**src/include/sdbp_regs.vh**
```
`ifndef SDBP_REGS_VH
`define SDBP_REGS_VH

// Command/address bus width and field positions (rising half, except SDBP_CA_AP on the falling half)
`define SDBP_CA_W       10
`define SDBP_CA_RD      2
`define SDBP_CA_AB      4
`define SDBP_CA_BA0     7
`define SDBP_CA_BA1     8
`define SDBP_CA_AP      0

// Opcodes on CA[3:0] and CA[1:0]
`define SDBP_OP_BST     4'h3
`define SDBP_OP_PRE     4'hb
`define SDBP_OP_RW      2'h1

// Burst length codes and their half lengths in clock cycles
`define SDBP_BL_4       2'h0
`define SDBP_BL_8       2'h1
`define SDBP_BL_16      2'h2
`define SDBP_HALF_4     6'h02
`define SDBP_HALF_8     6'h04
`define SDBP_HALF_16    6'h08

// Fixed terms of the precharge timing equations, in clock cycles
`define SDBP_RTP_OFS    6'h02
`define SDBP_WR_OFS     6'h01

// Banks
`define SDBP_NUM_BANKS  4
`define SDBP_ALL_BANKS  4'hf
`define SDBP_AGE_MAX    6'h3f

`endif

```
**src/hdl/sdbp_sync2.v**
```verilog
`timescale 1ns/1ps
// Two-stage synchroniser for pin inputs
module sdbp_sync2 #(
   parameter WIDTH = 1
) (
   // Clock and reset
   input  wire             clk,
   input  wire             rst_b,
   // Data
   input  wire [WIDTH-1:0] din,
   output reg  [WIDTH-1:0] dout
);

   reg [WIDTH-1:0] stage1;

   // Only the second stage is visible outside
   always @(posedge clk or negedge rst_b) begin
      if (!rst_b) begin
         stage1 <= {WIDTH{1'b0}};
         dout   <= {WIDTH{1'b0}};
      end else begin
         stage1 <= din;
         dout   <= stage1;
      end
   end

endmodule

```
**src/hdl/sdbp_burst_ctrl.v**
```verilog
`timescale 1ns/1ps
// Operation
// - Chip select low with CA3..CA0 = 0011 at rising edge is burst terminate.
// - Truncated burst length is twice the cycles from command to terminate.
// - Terminate affects only the most recent read or write.
// - Read data stops read latency after the terminate edge.
// - Write data acceptance stops write latency after the terminate edge.
// - One mask per byte lane; masked byte stays unwritten for that beat.
// - Mask is input only, sampled on the same strobe edges as data.
// - Chip select low with CA3..CA0 = 1011 at rising edge is precharge.
// - All-bank flag closes every bank, else CA8r/CA7r pick one bank.
// - Auto-close flag on read/write schedules precharge of that bank.
// - Read auto-close starts at later of BL/2 or BL/2-2 plus rtp clocks.
// - Programmed burst length is 4, 8 or 16 beats on strobe edges.
`include "sdbp_regs.vh"
module sdbp_burst_ctrl #(
   parameter DQ_W  = 16,
   parameter DM_W  = 2,
   parameter MAP_W = 32
) (
   // Clock and reset
   input  wire              clk,
   input  wire              rst_b,
   // Command link
   input  wire              ckIn,
   input  wire              csN,
   input  wire [9:0]        caIn,
   // Data link
   input  wire [DQ_W-1:0]   dqIn,
   output reg  [DQ_W-1:0]   dqOut,
   output reg               dqOe,
   input  wire              dqsIn,
   output reg               dqsOut,
   output reg               dqsOe,
   input  wire [DM_W-1:0]   dmIn,
   // Configuration
   input  wire [1:0]        burstLenCode,
   input  wire [3:0]        readLatency,
   input  wire [3:0]        writeLatency,
   input  wire [3:0]        rtpClocks,
   input  wire [3:0]        wrClocks,
   // Array side
   input  wire [3:0]        bankActivate,
   output reg  [3:0]        bankOpen,
   output wire [3:0]        prechargeStart,
   output wire              rdBeatReq,
   input  wire [DQ_W-1:0]   rdData,
   output reg               wrBeatValid,
   output reg  [DQ_W-1:0]   wrBeatData,
   output reg  [DM_W-1:0]   wrBeatMask,
   // Status
   output reg  [5:0]        effBurstLen,
   output reg               bstRefused
);

   localparam SYNC_W = 3 + `SDBP_CA_W + DM_W + DQ_W;

   // Half burst length in clock cycles from the programmed code
   function [5:0] blHalf;
      input [1:0] code;
      begin
         case (code)
            `SDBP_BL_8:  blHalf = `SDBP_HALF_8;
            `SDBP_BL_16: blHalf = `SDBP_HALF_16;
            default:     blHalf = `SDBP_HALF_4;
         endcase
      end
   endfunction

   // Opcode match with chip select
   function cmdIs;
      input       selN;
      input [9:0] ca;
      input [3:0] code;
      begin
         cmdIs = ~selN & (ca[3:0] == code);
      end
   endfunction

   // Run of n ones starting at bit lo
   function [MAP_W-1:0] spanMask;
      input [5:0] lo;
      input [5:0] n;
      begin
         spanMask = (~({MAP_W{1'b1}} << n)) << lo;
      end
   endfunction

   // Every pin input crosses into clk before use
   wire [SYNC_W-1:0] syncOut;
   wire              ckS;
   wire              dqsS;
   wire              csNS;
   wire [9:0]        caS;
   wire [DM_W-1:0]   dmS;
   wire [DQ_W-1:0]   dqS;

   sdbp_sync2 #(
      .WIDTH (SYNC_W)
   ) uSync (
      .clk   (clk),
      .rst_b (rst_b),
      .din   ({ckIn, dqsIn, csN, caIn, dmIn, dqIn}),
      .dout  (syncOut)
   );

   assign {ckS, dqsS, csNS, caS, dmS, dqS} = syncOut;

   reg         ckPrev;
   reg         dqsPrev;
   reg         csRise;
   reg [9:0]   caRise;

   wire ckRise  = ckS & ~ckPrev;
   wire ckFall  = ~ckS & ckPrev;
   wire dqsEdge = dqsS ^ dqsPrev;

   // Edge history and rising-half command capture
   always @(posedge clk or negedge rst_b) begin
      if (!rst_b) begin
         ckPrev  <= 1'b0;
         dqsPrev <= 1'b0;
         csRise  <= 1'b1;
         caRise  <= 10'h000;
      end else begin
         ckPrev  <= ckS;
         dqsPrev <= dqsS;
         if (ckRise) begin
            csRise <= csNS;
            caRise <= caS;
         end
      end
   end

   // Decode once both halves are in, at the falling edge
   wire isBst  = ckFall & cmdIs(csRise, caRise, `SDBP_OP_BST);
   wire isPre  = ckFall & cmdIs(csRise, caRise, `SDBP_OP_PRE);
   wire isRw   = ckFall & ~csRise & (caRise[1:0] == `SDBP_OP_RW);
   wire cmdRd  = caRise[`SDBP_CA_RD];
   wire cmdAp  = caS[`SDBP_CA_AP];
   wire [1:0] cmdBank = {caRise[`SDBP_CA_BA1], caRise[`SDBP_CA_BA0]};

   wire [5:0] curHalf = blHalf(burstLenCode);
   wire [5:0] rdLat   = {2'h0, readLatency};
   wire [5:0] wrLat   = {2'h0, writeLatency};

   // Most recent read or write; earlier bursts are never touched
   reg        recentValid;
   reg        recentRead;
   reg        recentAp;
   reg        bstUsed;
   reg [5:0]  recentAge;
   reg [5:0]  recentHalf;
   reg [5:0]  recentLat;

   wire bstOk = isBst & recentValid & ~bstUsed & ~recentAp
              & (recentAge != 6'h00) & (recentAge < recentHalf)
              & ~recentAge[0];

   always @(posedge clk or negedge rst_b) begin
      if (!rst_b) begin
         recentValid <= 1'b0;
         recentRead  <= 1'b0;
         recentAp    <= 1'b0;
         bstUsed     <= 1'b0;
         recentAge   <= 6'h00;
         recentHalf  <= `SDBP_HALF_4;
         recentLat   <= 6'h00;
         effBurstLen <= 6'h00;
         bstRefused  <= 1'b0;
      end else begin
         bstRefused <= isBst & ~bstOk;
         if (isRw) begin
            recentValid <= 1'b1;
            recentRead  <= cmdRd;
            recentAp    <= cmdAp;
            bstUsed     <= 1'b0;
            recentAge   <= 6'h00;
            recentHalf  <= curHalf;
            recentLat   <= cmdRd ? rdLat : wrLat;
            effBurstLen <= {curHalf[4:0], 1'b0};
         end else begin
            if (ckRise && recentAge != `SDBP_AGE_MAX) begin
               recentAge <= recentAge + 6'h01;
            end
            if (bstOk) begin
               bstUsed     <= 1'b1;
               effBurstLen <= {recentAge[4:0], 1'b0};
            end
         end
      end
   end

   // Data-cycle maps: bit k marks a data cycle k clocks from now
   reg [MAP_W-1:0] rdMap;
   reg [MAP_W-1:0] wrMap;
   reg [MAP_W-1:0] next_rdMap;
   reg [MAP_W-1:0] next_wrMap;

   always @* begin
      next_rdMap = ckRise ? {1'b0, rdMap[MAP_W-1:1]} : rdMap;
      next_wrMap = ckRise ? {1'b0, wrMap[MAP_W-1:1]} : wrMap;
      if (isRw && cmdRd) begin
         next_rdMap = next_rdMap | spanMask(rdLat, curHalf);
      end
      if (isRw && !cmdRd) begin
         next_wrMap = next_wrMap | spanMask(wrLat, curHalf);
      end
      // Clearing beyond the latency cuts only the latest burst
      if (bstOk && recentRead) begin
         next_rdMap = next_rdMap & ~({MAP_W{1'b1}} << recentLat);
      end
      if (bstOk && !recentRead) begin
         next_wrMap = next_wrMap & ~({MAP_W{1'b1}} << recentLat);
      end
   end

   always @(posedge clk or negedge rst_b) begin
      if (!rst_b) begin
         rdMap <= {MAP_W{1'b0}};
         wrMap <= {MAP_W{1'b0}};
      end else begin
         rdMap <= next_rdMap;
         wrMap <= next_wrMap;
      end
   end

   // A beat on each clock edge of a data cycle
   wire readBeat = (ckRise & rdMap[1]) | (ckFall & rdMap[0]);
   assign rdBeatReq = readBeat;

   // Read drive; tDQSCK is taken as zero at this sample rate
   always @(posedge clk or negedge rst_b) begin
      if (!rst_b) begin
         dqOut  <= {DQ_W{1'b0}};
         dqOe   <= 1'b0;
         dqsOut <= 1'b0;
         dqsOe  <= 1'b0;
      end else if (readBeat) begin
         dqOut  <= rdData;
         dqOe   <= 1'b1;
         dqsOut <= ckRise;
         dqsOe  <= 1'b1;
      end else if (ckRise && !rdMap[1]) begin
         dqOe   <= 1'b0;
         dqsOut <= 1'b0;
         dqsOe  <= 1'b0;
      end
   end

   // Strobe edge coinciding with a clock rise belongs to the new cycle
   wire wrOpen   = ckRise ? wrMap[1] : wrMap[0];
   wire wrAccept = dqsEdge & wrOpen;

   // Data and mask caught on the same strobe edge
   always @(posedge clk or negedge rst_b) begin
      if (!rst_b) begin
         wrBeatValid <= 1'b0;
         wrBeatData  <= {DQ_W{1'b0}};
         wrBeatMask  <= {DM_W{1'b0}};
      end else begin
         wrBeatValid <= wrAccept;
         if (wrAccept) begin
            wrBeatData <= dqS;
            wrBeatMask <= dmS;
         end
      end
   end

   // Precharge bank select
   wire [3:0] preSel = caRise[`SDBP_CA_AB] ? `SDBP_ALL_BANKS
                                          : (4'h1 << cmdBank);

   // Auto-close delays counted in clock cycles from the command
   wire [5:0] rtpExtra   = ({2'h0, rtpClocks} > `SDBP_RTP_OFS)
                         ? ({2'h0, rtpClocks} - `SDBP_RTP_OFS) : 6'h00;
   wire [5:0] rdApDelay  = curHalf + rtpExtra;
   wire [5:0] wrApDelay  = wrLat + curHalf + `SDBP_WR_OFS + {2'h0, wrClocks};
   wire [5:0] apDelay    = cmdRd ? rdApDelay : wrApDelay;

   // Per-bank auto-close timers; a new command to another bank leaves them
   genvar b;
   generate
      for (b = 0; b < `SDBP_NUM_BANKS; b = b + 1) begin : gBank
         reg       apArm;
         reg [5:0] apCnt;
         reg       pcs;
         wire      apLoad = isRw & cmdAp & ({30'h0, cmdBank} == b);
         wire      apFire = ckRise & apArm & (apCnt == 6'h01);

         always @(posedge clk or negedge rst_b) begin
            if (!rst_b) begin
               apArm <= 1'b0;
               apCnt <= 6'h00;
               pcs   <= 1'b0;
            end else begin
               pcs <= apFire | (isPre & preSel[b]);
               if (apLoad) begin
                  apArm <= 1'b1;
                  apCnt <= apDelay;
               end else if (apFire) begin
                  apArm <= 1'b0;
               end else if (ckRise && apArm) begin
                  apCnt <= apCnt - 6'h01;
               end
            end
         end

         assign prechargeStart[b] = pcs;
      end
   endgenerate

   // Bank open state; activate wins over a same-cycle precharge
   always @(posedge clk or negedge rst_b) begin
      if (!rst_b) begin
         bankOpen <= 4'h0;
      end else begin
         bankOpen <= (bankOpen & ~prechargeStart) | bankActivate;
      end
   end

endmodule

```
**config.mk**
```make
export PLATFORM = sky130hd
export DESIGN_NAME = sdbp_burst_ctrl
export DESIGN_NICKNAME = d
export VERILOG_FILES = /design/src/hdl/sdbp_sync2.v /design/src/hdl/sdbp_burst_ctrl.v
export VERILOG_INCLUDE_DIRS = /design/src /design/src/include
export SDC_FILE = /design/constraint.sdc
export NUM_CORES = 1
export LEC_CHECK = 0
export BUFFER_PORTS_ARGS = -buffer_cell sky130_fd_sc_hd__clkbuf_2
export CAP_MARGIN = 20
export CORE_MARGIN = 2
export CORE_UTILIZATION = 60
export CTS_BUF_LIST = sky130_fd_sc_hd__clkbuf_4 sky130_fd_sc_hd__clkbuf_8 sky130_fd_sc_hd__clkbuf_16
export CTS_CLUSTER_DIAMETER = 100
export DETAILED_ROUTE_END_ITERATION = 16
export PLACE_DENSITY = 0.82
export SLEW_MARGIN = 20
export SYNTH_ARGS = -nofsm -noshare
export SYNTH_HDL_FRONTEND = slang
export SYNTH_SLANG_ARGS = --single-unit
```
**constraint.sdc**
```tcl
create_clock -name clk -period 4.45 [get_ports clk]
set_clock_uncertainty 0.15 [all_clocks]
set_input_delay 0.445 -clock clk [delete_from_list [all_inputs] [get_ports clk]]
set_output_delay 0.445 -clock clk [all_outputs]
set_load 0.05 [all_outputs]
```
# Word level (Yosys, flattened, before mapping)

Index checks and enable logic that the tools add are counted.

Logic and storage cells: 198
Register bits after elaboration: 240
Input bits: 71

Bitwise operators: 57
$lt $le $gt $ge: 2
Add/sub/neg operators: 10
Shift-type cells: 5
Reductions and logical operators: 30
Muxes and demuxes: 41
Equality and inequality tests: 17

Operators with widths:

| kind                                                                   | number |
|---|---|
| 32-bit two-way mux                                                     | 6 |
| 6-bit two-way mux                                                      | 18 |
| 32-bit bitwise AND                                                     | 2 |
| 32-bit inverter                                                        | 2 |
| 32-bit OR                                                              | 2 |
| 32-bit by 4-bit << shifter with 32-bit output                          | 2 |
| 32-bit by 6-bit << shifter with 32-bit output (first input constant)   | 2 |
| 1-bit bitwise AND                                                      | 35 |
| 6-bit by 1-bit equality test with 1-bit output (second input constant) | 4 |
| 6-bit by 1-bit subtractor with 6-bit output (second input constant)    | 4 |
| 2-bit nonzero test                                                     | 11 |
| 1-bit two-way mux                                                      | 14 |
| 6-bit by 1-bit adder with 6-bit output (second input constant)         | 2 |
| 1-bit logical AND                                                      | 10 |
| 4-bit two-way mux                                                      | 2 |
| 2-bit != test (second input constant)                                  | 4 |
| 4-bit one-hot mux with 2 select lines                                  | 1 |
| 2-bit AND reduction                                                    | 4 |
| 1-bit inverter                                                         | 7 |
| 4-bit by 6-bit adder with 6-bit output                                 | 1 |
| 6-bit by 4-bit adder with 6-bit output                                 | 1 |
| 6-bit adder                                                            | 1 |
| 2-bit by 1-bit equality test with 1-bit output (second input constant) | 3 |
| 2-bit equality test (second input constant)                            | 3 |
| 15 further kinds                                                       | 21 |

# Depth between registers and ports, before layout

Depth after elaboration: 11
Mapped depth: 12

# Hierarchy

A second synthesis with hierarchy kept.

Cell total of the unflattened synthesis: 1067
Area, all modules: 10955.5 um2

By module, submodules not included:

| module          | times used | cells each | area each (um2) |
|---|---|---|---|
| sdbp_burst_ctrl | 1          | 1005       | 9404.0 |
| sdbp_sync2      | 1          | 62         | 1551.5 |

# Least setup slack after synthesis

OpenSTA, ideal clock, no wires.

Path kind: input -> register
Start: input port writeLatency[2]
End: register gBank[1].apCnt[3]
Setup time: 0.120 ns
Slack: 1.494 ns
Stages: 8
Data arrival time: 2.686 ns
Cells stage by stage: clkbuf_1 > clkinv_1 > fa_1 > fa_1 > xnor2_1 > o21ai_0 > o22ai_1 > a31o_2

Longest elaborated chain between the ends: 5

RTL lines:

| what                                                    | RTL line              | text |
|---|---|---|
| from (decl)                                             | sdbp_burst_ctrl.v:39  | `input wire [3:0] writeLatency,` |
| 4-bit by 6-bit adder with 6-bit output                  | sdbp_burst_ctrl.v:278 | `` wire [5:0] wrApDelay = wrLat + curHalf + `SDBP_WR_OFS + {2'h0, wrClocks}; `` |
| 6-bit by 1-bit adder with 6-bit output (no source line) | -                     |  |
| 6-bit by 4-bit adder with 6-bit output                  | sdbp_burst_ctrl.v:278 |  |
| 6-bit two-way mux                                       | sdbp_burst_ctrl.v:279 | `wire [5:0] apDelay = cmdRd ? rdApDelay : wrApDelay;` |
| 6-bit two-way mux                                       | sdbp_burst_ctrl.v:298 | `if (apLoad) begin` |
| to (signal assigned)                                    | sdbp_burst_ctrl.v:300 | `apCnt <= apDelay;` |
| to (signal assigned)                                    | sdbp_burst_ctrl.v:304 | `apCnt <= apCnt - 6'h01;` |
| to (decl)                                               | sdbp_burst_ctrl.v:286 | `reg [5:0] apCnt;` |

No other way between the ends.
A chain may end at the register's enable or synchronous reset.

# Worst setup path after layout

Start: input port writeLatency[2]
End: register gBank[2].apCnt[5]

Longest elaborated chain between the ends: 5

RTL lines:

| what                                                    | RTL line |
|---|---|
| 4-bit by 6-bit adder with 6-bit output                  | sdbp_burst_ctrl.v:278 |
| 6-bit by 1-bit adder with 6-bit output (no source line) | - |
| 6-bit by 4-bit adder with 6-bit output                  | sdbp_burst_ctrl.v:278 |
| 6-bit two-way mux                                       | sdbp_burst_ctrl.v:279 |
| 6-bit two-way mux                                       | sdbp_burst_ctrl.v:298 |
| to (signal assigned)                                    | sdbp_burst_ctrl.v:300 |
| to (signal assigned)                                    | sdbp_burst_ctrl.v:304 |
| to (decl)                                               | sdbp_burst_ctrl.v:286 |

No other way between the ends.

==> metrics.log <==
INFO  metric holdCritPathClass = in2reg
INFO  metric cp_cell_sequence = clkbuf_2 > clkinv_1 > fa_1 > fa_1 > nor2b_1 > o21ai_0 > o21ai_0 > nand2_1 > o311ai_0
INFO  metric global_route.overflow_total = 0
INFO  metric worst_setup_path_startpoint = writeLatency[2]
INFO  metric n_antenna_cell = 0
INFO  metric peak_supply_drop = 0.000654 V
INFO  metric yosys-mux-area-fraction = 6.35%
INFO  metric via_count_normalized_by_instance_count = 6.05
INFO  metric ys_async_sr_fraction = 100%
INFO  metric core.rowCount = 48
INFO  metric post_synth_num_cell_types = 75
INFO  metric groute.usage.overall = 27.6%
INFO  metric setup-violations-final = 0
INFO  metric largest_family_of_logic_cells_by_synthesized_area = simple AND/OR/NAND/NOR gates
INFO  metric worst_setup_path_end_kind = flip-flop
INFO  metric vias = 8,544
INFO  metric max_freq = 323 MHz
INFO  metric grt_first_pass_wirelength = 41,400 microns
INFO  metric cts_buffers = 23
INFO  metric initial_core_utilization = 61.4%
INFO  metric post_synth_and_or_nand_nor_area_fraction = 17.5%
INFO  metric required = 4.66 ns
INFO  metric outcome = completed
INFO  metric layout.cells.most_common = sky130_fd_sc_hd__dfrtp_1
INFO  metric tightest_slew = 0.918 ns
INFO  metric synth_warnings = 0
INFO  metric die_area = 0.0189 sq mm
INFO  metric grt_max_degree = 126
INFO  metric final_core_util = 71.6%
INFO  metric synth_nets = 1,151
INFO  metric drv_cap = 0
INFO  metric synth_edf_count = 0
INFO  metric max_slew_margin = 38.8%
INFO  metric final_layout_size_suffix_gt1_share = 19.7%
INFO  metric cts_buffer_depth = 3
INFO  metric ys_ff_latch = 222
INFO  metric cts_post_setup_buffers_inserted = 0
INFO  metric synth-compound-area-share = 14.2%
INFO  metric drcViolationCount = 0
INFO  metric floorplan.core_area = 0.0174 sq mm
INFO  metric postRouteAntennaNets = 0
INFO  metric timing_max_transition_violations_final = 0
INFO  metric synth_adder_area_share = 3.85%
INFO  metric dpl.cell_count = 1,338
INFO  metric clockRootBuffer = sky130_fd_sc_hd__clkbuf_16
INFO  metric htree_num_levels = 1
INFO  metric hold_viol = 0
INFO  metric final_net_count = 1,271
INFO  metric netlist_instances = 1,051
INFO  metric timing.reg2reg.setup_slack = 1.55 ns
INFO  metric layout_worst_path_cycle_share = 69.5%
INFO  metric gp_weighted_congestion = 0.944
INFO  metric synthXorXnorAreaFrac = 1.31%
INFO  metric via_count_of_the_first_global_routing_pass = 8,252
INFO  metric synth-main-ff-cell = sky130_fd_sc_hd__dfrtp_1
INFO  metric layout-area-overhead-vs-synth = 16.6%
INFO  metric synth_area = 0.0107 sq mm
INFO  metric avgSynthCellArea = 10.1 sq um
INFO  metric dp_hpwl = 17,000 microns
INFO  metric clk_pin_slew = 0.06 ns
INFO  metric tritoncts = done
INFO  metric crit-reg2reg-capture = rdMap[2]
INFO  metric worst_path_largest_cell_delay = 0.61 ns
INFO  metric wl = 25,800 microns
INFO  metric grt_antenna_before_repair = 0
INFO  metric ioPinCount = 125
INFO  metric drt_first_pass_iters = 5
INFO  metric clock_latency = 0.51 ns
INFO  metric critical_path.n_buffers_inverters = 2
INFO  metric critical-path-top-delay-family = adder cells
INFO  metric critical_path_cell_count = 9
INFO  metric reg2regPathDepth = 5
INFO  metric instances_no_fill = 1,412
INFO  metric detailedRoute.firstIterationViolations = 720
INFO  metric worst-setup-path-type = in2reg
INFO  metric routed_wire_length_per_instance = 18.3 microns
INFO  metric unrepaired_setup_endpoints_after_global_routing = false
INFO  metric critical_path.reg2reg.startpoint = caRise[2]
INFO  metric crit_path_max_fanout = 20
INFO  metric die_h = 137 microns
INFO  metric layout_common_cells = 220 x sky130_fd_sc_hd__dfrtp_1, 176 x sky130_fd_sc_hd__nand2_1, 119 x sky130_fd_sc_hd__clkbuf_2
INFO  metric startpoint_type = primary input
INFO  metric power_density = 547 mW/mm^2
INFO  metric worst-endpoint-arrival = 3.31 ns
INFO  metric slowest_cell_on_the_critical_path = sky130_fd_sc_hd__fa_1
INFO  metric power.leakage = 5.63 nW
INFO  metric cts-resized-gates = 0
INFO  metric yosysSeqAreaShare = 52.1%
INFO  metric die_x = 137 microns
INFO  metric cts_sinks = 222
INFO  metric setup_tns = 0 ns
INFO  metric fillerInstances = 1,208
INFO  metric port_buffers = 120
INFO  metric setup.worst_path.end = gBank[2].apCnt[5]
INFO  metric final.min_clock_period = 3.09 ns
-- worst register-to-register path: stages, from the launching register on --
cell and delay (ns):
sky130_fd_sc_hd__dfrtp_1 0.61, sky130_fd_sc_hd__and4bb_2 0.54, sky130_fd_sc_hd__o2111ai_2 0.16, sky130_fd_sc_hd__or3_1 0.74
sky130_fd_sc_hd__nor4_2 0.43, sky130_fd_sc_hd__a21oi_1 0.14
-- state kept, by name (all words and copies together) (netlist names), 2 cells and up --
name / flops
dqOut: 16
recentHalf: 3
wrMap: 30
effBurstLen: 5
wrBeatMask: 2
uSync.dout: 28
gBank.apCnt: 24
rdMap: 30
gBank.apArm: 4
caRise: 7
bankOpen: 4
wrBeatData: 16
gBank.pcs: 4
recentLat: 4
uSync.stage1: 28
recentAge: 6
-- synth_stat cells, drive strengths merged (5+ instances only) --
cell type  count  share of area, %
nor2          73               3.0
mux2          37               3.9
a21oi         30               1.4
a221oi        10              0.82
a22oi          7              0.49
xnor2          9              0.74
buf           23               1.5
nor3          16              0.75
a211oi         5              0.35
nand2        176               6.2
nand2b        12              0.70
o22ai         14              0.82
and2          11              0.65
nand4         11              0.65
a32oi         19               1.6
nor3b          7              0.49
a21boi         5              0.35
a21o          10              0.70
a221o          6              0.56
nand3         27               1.3
and3          10              0.59
dfrtp        220                52
nor2b         11              0.65
o221ai         5              0.41
nor4           7              0.61
inv           44               1.5
mux2i         26               2.4
clkbuf        45               1.6
xor2           7              0.58
a31oi         32               1.9
o21ai         45               2.1
ha            24               2.8
nand3b         6              0.42
or3            6              0.35
fa             5              0.94
-- power breakdown --
group | internal, mW | switching (mW)
combinational | 0.660 | 1.29
sequential | 2.48 | 0.395
clock | 1.18 | 0.790
total | 4.33 | 2.47
-- timing repair --
item                                    CTS  global route
endpoints found under the setup margin    0             0
hold buffers                             33             0
endpoints found under the hold margin   154             0
-- kinds of logic (layout without fill, tap and decap cells) --
kind of cell / count (synthesis) / after routing
adder cells (fa/ha/maj): 30 / 30
AND/OR/NAND/NOR: 388 / 388
flip-flops: 222 / 222
buffers and inverters: 113 / 249
other: 1 / 1
XOR/XNOR: 16 / 16
AO/OA/AOI/OAI: 218 / 218
multiplexers: 63 / 63
-- routing by layer --
metal | wire length (microns) | global-route usage (%) | up-vias
li1 | - | - | 3944
met1 | 10800 | 37.7 | 4141
met2 | 12300 | 45.7 | 394
met3 | 1930 | 4.01 | 65
met4 | 788 | 9.56 | 0
met5 | 0 | 0 | -
-- cell type report --
cell class	count	area [sq um]	share of cell area [%]
timing repair buffer	163	1020	8.17
sequential	222	5560	44.7
inverter	45	169	1.36
multi-input combinational	716	4620	37.2
clock buffer	27	624	5.02
tap	225	282	2.27
clock inverter	14	161	1.30
-- worst min path at each step --
stage	startpoint	endpoint	cells past startpoint
after floorplan	rst_b	bankOpen[0]	0
after global placement	uSync.stage1[15]	uSync.dout[15]	0
after detailed placement	uSync.stage1[17]	uSync.dout[17]	0
after CTS	rdData[4]	dqOut[4]	2
after global routing	rdData[4]	dqOut[4]	2
final	rdData[4]	dqOut[4]	2
-- through the flow --
step / hold slack, ns / total power [mW] / cell area, sq um / worst slack (ns)
after global routing: 0.0210 / 7.13 / 12400 / 1.19
after global placement: 0.181 / 4.70 / 11300 / 1.05
after detailed placement: 0.185 / 4.79 / 11300 / 1.02
final: 0.0120 / 6.80 / 12400 / 1.36
after CTS: 0.00685 / 6.82 / 12400 / 1.40
after floorplan: -0.000591 / 4.26 / 10700 / 1.49
(Power assumes the default switching activity.)
